**src/aak_defines.vh**
```
`ifndef AAK_DEFINES_VH
`define AAK_DEFINES_VH
`define AAK_SERVO_ACC_MIN   24'h00_0001
`define AAK_SERVO_ACC_MAX   24'hFF_FFFF
`define AAK_SERVO_ACC_RST   24'h08_0000
`define AAK_STEP_ACC_MIN    24'h00_0001
`define AAK_STEP_ACC_MAX    24'h4F_FFFF
`define AAK_STEP_ACC_RST    24'h00_0003
`define AAK_FACT_MIN        4'h1
`define AAK_FACT_MAX        4'hA
`define AAK_FACT_RST        4'h1
`define AAK_ACC_W           24
`define AAK_FACT_W          4
`endif

```
**src/aak_boost.v**
```verilog
`timescale 1ns/1ns
`include "aak_defines.vh"
// effective stepper acceleration: factor at standstill, tapering linearly to 1x at target rate
module aak_boost #(
  parameter VEL_W = 24
) (
  // clock and reset
  input  wire                     clk,
  input  wire                     rst_n,
  // operands
  input  wire [`AAK_ACC_W-1:0]    accel,
  input  wire [`AAK_FACT_W-1:0]   factor,
  input  wire [VEL_W-1:0]         velAbs,
  input  wire [VEL_W-1:0]         velTarget,
  // result
  output reg  [`AAK_ACC_W+3:0]    effAccel
);
  // scaled = 1 + (f-1)*(1 - v/vt), computed in 1/16 steps to keep the divider small
  reg  [4:0]            frac16;
  wire [VEL_W+3:0]      num = {velAbs, 4'h0};
  wire [VEL_W+3:0]      quot = (velTarget == {VEL_W{1'b0}}) ? {(VEL_W+4){1'b0}}
                                 : num / {4'h0, velTarget};
  wire [8:0]            mult;
  wire [`AAK_ACC_W+12:0] prod;
  always @* begin
    if (quot >= {{VEL_W{1'b0}}, 4'hF} + 1'b1)
      frac16 = 5'h00;
    else
      frac16 = 5'h10 - {1'b0, quot[3:0]};
  end
  assign mult = 9'h010 + ({5'h00, factor - 4'h1} * {4'h0, frac16});
  assign prod = {4'h0, accel} * {4'h0, mult};
  always @(posedge clk or negedge rst_n) begin
    if (!rst_n)
      effAccel <= {(`AAK_ACC_W+4){1'b0}};
    else
      effAccel <= prod[`AAK_ACC_W+7:4];
  end
endmodule

```
**src/aak_axis_ctrl.v**
```verilog
`timescale 1ns/1ns
`include "aak_defines.vh"
module aak_axis_ctrl #(
  parameter VEL_W = 24,
  parameter POS_W = 32
) (
  // clock and reset
  input  wire                     clk_sys,
  input  wire                     nrst,
  // configuration
  input  wire                     stepperMode,
  input  wire                     accWr,
  input  wire [31:0]              accWrData,
  input  wire                     factWr,
  input  wire [15:0]              factWrData,
  // motion commands
  input  wire                     motionStart,
  input  wire                     haltCmd,
  input  wire                     trajRunning,
  input  wire [VEL_W-1:0]         velAbs,
  input  wire [VEL_W-1:0]         velTarget,
  input  wire                     trigBufPending,
  input  wire                     trigBufReleased,
  input  wire                     stepPulseIn,
  input  wire                     dirPulseIn,
  // in-position check
  input  wire                     inPosReq,
  input  wire signed [POS_W-1:0]  presentPos,
  input  wire signed [POS_W-1:0]  targetPos,
  input  wire [POS_W-1:0]         deadband,
  // outputs
  output reg  [`AAK_ACC_W-1:0]    accelQ,
  output reg  [`AAK_FACT_W-1:0]   factorQ,
  output reg  [`AAK_ACC_W+3:0]    rampAccel,
  output reg  [`AAK_ACC_W+3:0]    rampDecel,
  output reg                      motorEnable,
  output reg                      inhibitOut,
  output reg                      trigBufPurge,
  output reg                      stepOut,
  output reg                      dirOut,
  output reg                      killed,
  output reg  [POS_W-1:0]         inPosResult,
  output reg                      inPosValid
);
  reg rstMeta_q;
  reg rstSync_q;
  always @(posedge clk_sys or negedge nrst) begin
    if (!nrst) begin
      rstMeta_q <= 1'b0;
      rstSync_q <= 1'b0;
    end else begin
      rstMeta_q <= 1'b1;
      rstSync_q <= rstMeta_q;
    end
  end
  wire rst_n = rstSync_q;

  // saturate a 32-bit write into [lo, hi]
  function [`AAK_ACC_W-1:0] clampAcc;
    input [31:0]            val;
    input [`AAK_ACC_W-1:0]  lo;
    input [`AAK_ACC_W-1:0]  hi;
    begin
      if (val < {8'h00, lo})
        clampAcc = lo;
      else if (val > {8'h00, hi})
        clampAcc = hi;
      else
        clampAcc = val[`AAK_ACC_W-1:0];
    end
  endfunction

  wire [`AAK_ACC_W-1:0] accLo = stepperMode ? `AAK_STEP_ACC_MIN : `AAK_SERVO_ACC_MIN;
  wire [`AAK_ACC_W-1:0] accHi = stepperMode ? `AAK_STEP_ACC_MAX : `AAK_SERVO_ACC_MAX;
  wire [`AAK_ACC_W-1:0] accRst;
  assign accRst = stepperMode ? `AAK_STEP_ACC_RST : `AAK_SERVO_ACC_RST;

  // power-up default depends on the mode strap, so catch it once after release
  reg defLoaded_q;
  reg [`AAK_FACT_W-1:0] factClamp;
  always @* begin
    if (factWrData < {12'h000, `AAK_FACT_MIN})
      factClamp = `AAK_FACT_MIN;
    else if (factWrData > {12'h000, `AAK_FACT_MAX})
      factClamp = `AAK_FACT_MAX;
    else
      factClamp = factWrData[`AAK_FACT_W-1:0];
  end

  always @(posedge clk_sys or negedge rst_n) begin
    if (!rst_n) begin
      accelQ      <= `AAK_SERVO_ACC_RST;
      factorQ     <= `AAK_FACT_RST;
      defLoaded_q <= 1'b0;
    end else begin
      defLoaded_q <= 1'b1;
      if (!defLoaded_q)
        accelQ <= accRst;
      else if (accWr && !trajRunning)
        accelQ <= clampAcc(accWrData, accLo, accHi);
      if (factWr)
        factorQ <= factClamp;
    end
  end

  wire [`AAK_ACC_W+3:0] boosted;
  aak_boost #(
    .VEL_W (VEL_W)
  ) uBoost (
    .clk       (clk_sys),
    .rst_n     (rst_n),
    .accel     (accelQ),
    .factor    (factorQ),
    .velAbs    (velAbs),
    .velTarget (velTarget),
    .effAccel  (boosted)
  );

  // same value for both ramp directions
  wire [`AAK_ACC_W+3:0] rampNext = stepperMode ? boosted : {4'h0, accelQ};

  always @(posedge clk_sys or negedge rst_n) begin
    if (!rst_n) begin
      rampAccel <= {(`AAK_ACC_W+4){1'b0}};
      rampDecel <= {(`AAK_ACC_W+4){1'b0}};
    end else begin
      rampAccel <= rampNext;
      rampDecel <= rampNext;
    end
  end

  // kill state: halt wins over a start in the same cycle
  always @(posedge clk_sys or negedge rst_n) begin
    if (!rst_n) begin
      killed       <= 1'b0;
      motorEnable  <= 1'b0;
      inhibitOut   <= 1'b0;
      trigBufPurge <= 1'b0;
    end else begin
      trigBufPurge <= haltCmd && (trigBufPending || trigBufReleased || 1'b1);
      if (haltCmd) begin
        killed      <= 1'b1;
        motorEnable <= 1'b0;
        inhibitOut  <= 1'b1;
      end else if (motionStart) begin
        killed      <= 1'b0;
        motorEnable <= 1'b1;
        inhibitOut  <= 1'b0;
      end
    end
  end

  // gated by the halt command directly so no pulse escapes in the halt cycle
  always @(posedge clk_sys or negedge rst_n) begin
    if (!rst_n) begin
      stepOut <= 1'b0;
      dirOut  <= 1'b0;
    end else if (haltCmd || (killed && !motionStart)) begin
      stepOut <= 1'b0;
      dirOut  <= 1'b0;
    end else begin
      stepOut <= stepperMode & stepPulseIn;
      dirOut  <= stepperMode & dirPulseIn;
    end
  end

  // in-position compare, one cycle latency
  wire signed [POS_W:0] diff = {presentPos[POS_W-1], presentPos}
                             - {targetPos[POS_W-1], targetPos};
  wire [POS_W:0] absDiff = diff[POS_W] ? -diff : diff;
  always @(posedge clk_sys or negedge rst_n) begin
    if (!rst_n) begin
      inPosResult <= {POS_W{1'b0}};
      inPosValid  <= 1'b0;
    end else begin
      inPosValid <= inPosReq;
      if (inPosReq) begin
        if (absDiff <= {1'b0, deadband})
          inPosResult <= {POS_W{1'b0}};
        else
          inPosResult <= absDiff[POS_W-1:0];
      end
    end
  end
endmodule

```
**config.mk**
```make
export PLATFORM = sky130hd
export DESIGN_NAME = aak_axis_ctrl
export DESIGN_NICKNAME = d
export VERILOG_FILES = /design/src/aak_boost.v /design/src/aak_axis_ctrl.v
export VERILOG_INCLUDE_DIRS = /design/src
export SDC_FILE = /design/constraint.sdc
export NUM_CORES = 2
export LEC_CHECK = 0
export ABC_CLOCK_PERIOD_IN_PS = 6600
export BUFFER_PORTS_ARGS = -buffer_cell sky130_fd_sc_hd__buf_2
export CORE_MARGIN = 5
export CORE_UTILIZATION = 60
export DETAILED_ROUTE_END_ITERATION = 7
export GPL_ROUTABILITY_DRIVEN = 0
export MAX_ROUTING_LAYER = met4
export PLACE_DENSITY = 0.85
export SLEW_MARGIN = 25
export SYNTH_ARGS = -nofsm -noshare
export SYNTH_HDL_FRONTEND = slang
export SYNTH_SLANG_ARGS = --single-unit
```
**constraint.sdc**
```tcl
create_clock -name clk_sys -period 6.6 [get_ports clk_sys]
set_clock_uncertainty 0.15 [all_clocks]
set_input_delay 0.33 -clock clk_sys [delete_from_list [all_inputs] [get_ports clk_sys]]
set_output_delay 0.33 -clock clk_sys [all_outputs]
set_load 0.1 [all_outputs]
```
==> results by group, run 1 <==
Global routing
  – GRT Overall Usage: 100.0%
  – First-pass GRT wire length: 508400 µm
  – Largest net degree at the start of global routing: 76
  – GRT Residual Overflow: 4559
  – Vias in the first global route: 74913

Logic synthesis
  – Netlist cell types: 110
  – Sequential-to-total area share from yosys stat: 8.559%
  – Top-count cell post-synth: ha_1
  – Warning count from the yosys run: 0
  – Post-synth top area cell: ha_1
  – Largest cells by area after synthesis: ha_1 18%, fa_1 8.9%, dfrtp_1 8.4%, inv_1 5.1%, xnor2_1 4.7%
  – Avg Cell Area, Syn: 7.492 µm²
  – Top cells by instance count after synthesis: 527 x ha_1, 499 x inv_1, 451 x nand2_1, 411 x nor2_1, 316 x a21oi_1
  – Post-synth EDFFs: 0
  – Ys flop type: dfrtp_1
  – Synth top area share: 18.03%
  – Syn Inst Count: 4882
  – Post-synthesis cell area: 36580 µm²
  – Async SR Flop Fraction: 100.0%
  – Post-synthesis register bit count: 125

Placement
  – DP Wirelength: 138900 µm
  – Pre-CTS setup slack: -58.95 ns
  – I/O Buffers: 325

Floorplan
  – Die W: 256.9 µm
  – Chip height: 256.9 µm
  – IO Pins: 328
  – FP Rows: 90
  – Initial Utilization: 60.60%

Status
  – Stage reached: global routing
  – Error message: [ERROR GRT-0116] Global routing finished with congestion. Check the congestion regions in the DRC Viewer.
  – Outcome: did not finish

CTS
  – # clock sinks: 125
  – TritonCTS buffer count: 17
  – Root buf cell: clkbuf_16
  – CTS Buffer Depth: 2
  – H-Tree Depth: 4
-- logic make-up after synthesis --
family | synth area share (%)
other | 0.01025
buffers and inverters | 7.345
AO/OA/AOI/OAI | 23.78
multiplexers | 4.054
flip-flops | 8.559
XOR/XNOR | 7.591
AND/OR/NAND/NOR | 21.68
adder cells (fa/ha/maj) | 26.98
-- routing by layer --
metal,track usage [%],overflow
met2,122.1,3378
met1,89.97,149
met5,-,-
met3,82.85,101
met4,106.0,931
-- metrics by stage --
step	instances	instance area [µm²]
3_3_place_gp	7398	51860
3_5_place_dp	7398	51860
2_1_floorplan	4883	38460
4_1_cts	7729	57210
-- timing repair --
| item | CTS |
|---|---|
| resized for setup | 513 |
| setup buffers | 294 |
| pin swaps | 337 |
| hold endpoints to repair | 9 |
| endpoints found under the setup margin | 60 |
| gates cloned | 5 |
| hold buffers | 6 |
==> run 2: changes to the inputs <==
--- a/config.mk
+++ b/config.mk
@@ -9,11 +9,10 @@
 export ABC_CLOCK_PERIOD_IN_PS = 6600
 export BUFFER_PORTS_ARGS = -buffer_cell sky130_fd_sc_hd__buf_2
 export CORE_MARGIN = 5
-export CORE_UTILIZATION = 60
+export CORE_UTILIZATION = 40
 export DETAILED_ROUTE_END_ITERATION = 7
 export GPL_ROUTABILITY_DRIVEN = 0
-export MAX_ROUTING_LAYER = met4
-export PLACE_DENSITY = 0.85
+export PLACE_DENSITY_LB_ADDON = 0.15
 export SLEW_MARGIN = 25
 export SYNTH_ARGS = -nofsm -noshare
 export SYNTH_HDL_FRONTEND = slang
==> results by group, run 2 <==
STA
  – Fin. Hold Viols: 0
  – Minimum clock period: 60.85 ns
  – Setup violations, final: 28
  – Setup ws final: -54.25 ns
  – Achievable clock frequency: 0.01643 GHz
  – RSZ-0062 raised after global routing: yes
  – Final TNS setup: -1489.46 ns
  – Final Cycle Share: 922.0%
  – Final Max Tran Viols: 0
  – Hold slack: 0.02612 ns
  – Slew HR: 39.35%
  – Slew at the pin closest to its max-slew limit: 0.9097 ns

Finish
  – Layout cell share with drive strength beyond 1: 44.09%
  – Reg area: 3134 µm²
  – # nets final: 7874
  – Multi-input logic area: 35180 µm²
  – Largest regs: inPosResult (32), rampDecel (28), uBoost.effAccel (28)
  – Most flops, register: inPosResult
  – Max reg flops: 32
  – Area Growth Syn to Fin: 61.16%
  – Most common cell after layout, fill and taps aside: buf_4
  – Fill count: 7833
  – Leading cell types in the layout, fill and taps excluded: 1830 x buf_4, 475 x inv_1, 423 x nand2_1

Global routing
  – First-pass GRT wire length: 228400 µm
  – Vias in the first global route: 44106
  – GRT Residual Overflow: 0
  – Largest net degree at the start of global routing: 63
  – Initial antenna violation count: 2
  – GRT Overall Usage: 28.35%

Logic synthesis
  – Sequential-to-total area share from yosys stat: 8.559% (unchanged)
  – Post-synthesis register bit count: 125 (unchanged)
  – Async SR Flop Fraction: 100.0% (unchanged)
  – Warning count from the yosys run: 0 (unchanged)
  – Top-count cell post-synth: ha_1
  – Netlist cell types: 110 (unchanged)
  – Post-synth EDFFs: 0 (unchanged)
  – Largest cells by area after synthesis: ha_1 18%, fa_1 8.9%, dfrtp_1 8.4%, inv_1 5.1%, xnor2_1 4.7%
  – Avg Cell Area, Syn: 7.492 µm² (unchanged)
  – Synth top area share: 18.03% (unchanged)
  – Syn Inst Count: 4882 (unchanged)
  – Post-synth top area cell: ha_1
  – Post-synthesis cell area: 36580 µm² (unchanged)
  – Top cells by instance count after synthesis: 527 x ha_1, 499 x inv_1, 451 x nand2_1, 411 x nor2_1, 316 x a21oi_1
  – Ys flop type: dfrtp_1

Drt
  – WL/cell: 17.95 µm
  – Iter 0 DRT Violations: 2707
  – Post-Route WL: 146800 µm
  – Vias/cell: 5.383
  – Pre-Repair DR Iteration Count: 6
  – Total vias in the final route: 44025
  – Detailed-route DRC error count: 0
  – Post-route ant nets: 0

Worst setup path
  – Worst Setup SP: velTarget[10]
  – Critical path peak fanout: 8
  – Arrival time worst endpoint: 61.07 ns
  – CP max stage cell: or4_4
  – Setup crit end kind: register
  – Worst path max stage delay: 0.58 ns
  – FF-to-FF setup slack: -2.20 ns
  – WP data required: 6.82 ns
  – RR Startpoint: factorQ[0]
  – Critical path class: in -> reg
  – Setup crit start kind: input pin

Run
  – Max cap viols: 0

Floorplan
  – IO Pins: 328 (unchanged)
  – Initial Utilization: 40.08% (-21 points)
  – FP Rows: 111 (+23%)
  – Core Area: 91250 µm²
  – Die area: 97580 µm²
  – Die W: 312.4 µm (+22%)
  – Chip height: 312.4 µm (+22%)

CTS
  – Clock insertion delay at the later pin of the skew report: 0.45 ns
  – Clock transition at path regs: 0.07 ns
  – # clock sinks: 125 (unchanged)
  – H-Tree Depth: 4 (unchanged)
  – TritonCTS buffer count: 17 (unchanged)
  – Root buf cell: clkbuf_16
  – CTS Buffer Depth: 2 (unchanged)
  – CTS tree: yes

Status
  – Failing checks: negative setup slack
  – Outcome: complete, but fails checks

Worst hold path
  – Hold crit path type: in -> reg
  – Hold wc startpoint: factWrData[1]

Placement
  – I/O Buffers: 325 (unchanged)
  – DP Wirelength: 115400 µm (-17%)
==> run 2: layout make-up <==
| class | instances | share of cell area (%) |
|---|---|---|
| clock inverters | 14 | 0.2123 |
| flip-flops and latches | 125 | 5.317 |
| repair buffers | 2257 | 28.33 |
| multi-input cells | 4079 | 59.68 |
| clock buffers | 18 | 0.7450 |
| inverters | 499 | 3.195 |
| diodes | 1 | 0.004245 |
| well taps | 1186 | 2.517 |
==> run 2: metrics by stage <==
stage                     std cells  utilization (%)  worst slack, ns  area (µm²)
final                          8179            64.60           -54.25       58950
after global routing           8178            64.60           -56.95       58940
after CTS                      8073            62.21           -53.12       56760
after global placement         7844            57.79           -56.92       52730
after floorplan                4883                -           -54.90       38460
after detailed placement       7844            57.79           -57.94       52730
==> run 2: kinds of logic after synthesis <==
group	Yosys count	share of synthesized area [%]
other	1	0.01025
AOI/OAI and AO/OA	1307	23.78
buffers and inverters	681	7.345
adders and majority gates	691	26.98
xor gates and xnor gates	317	7.591
and+or+nand+nor	1627	21.68
muxes	133	4.054
DFF	125	8.559
==> run 2: final timing paths <==
kind	cells past startpoint	to
max in group asynchronous	2	factorQ[2]
worst max register to register	35	uBoost.effAccel[27]
worst min-delay path	3	factorQ[1]
worst max-delay path	293	uBoost.effAccel[27]
min in group asynchronous	2	rstSync_q
worst min register to register	0	uBoost.effAccel[1]
==> run 2: worst max-delay path, delay by kind of cell <==
family	cells	cell delay [ns]
compound gates	142	28.03
xor+xnor	5	0.81
fa+ha+maj	37	10.87
buf+inv	23	2.86
mux	11	3.56
simple gates	75	14.44
==> run 2: timing repair <==
item	CTS	global route
endpoints found under the hold margin	10	0
cloned	3	4
buffers inserted	194	105
pin swaps	294	239
resized for setup	386	284
setup endpoints to repair	60	60
hold buffers	6	0
==> run 2: per-layer routing <==
metal / vias up / GRT usage, % / part of all wire [%] / routed length (µm)
met5: - / 0 / 0 / 0
met4: 0 / 9.120 / 3.9 / 5704
met3: 332 / 2.188 / 4.7 / 6955
met2: 1292 / 50.82 / 49 / 71670
met1: 20957 / 36.21 / 43 / 62510
li1: 21444 / - / - / -
Power of run 2 is not shown: default switching activity piles up to over one toggle a cycle in this logic, so the estimate is an artifact.
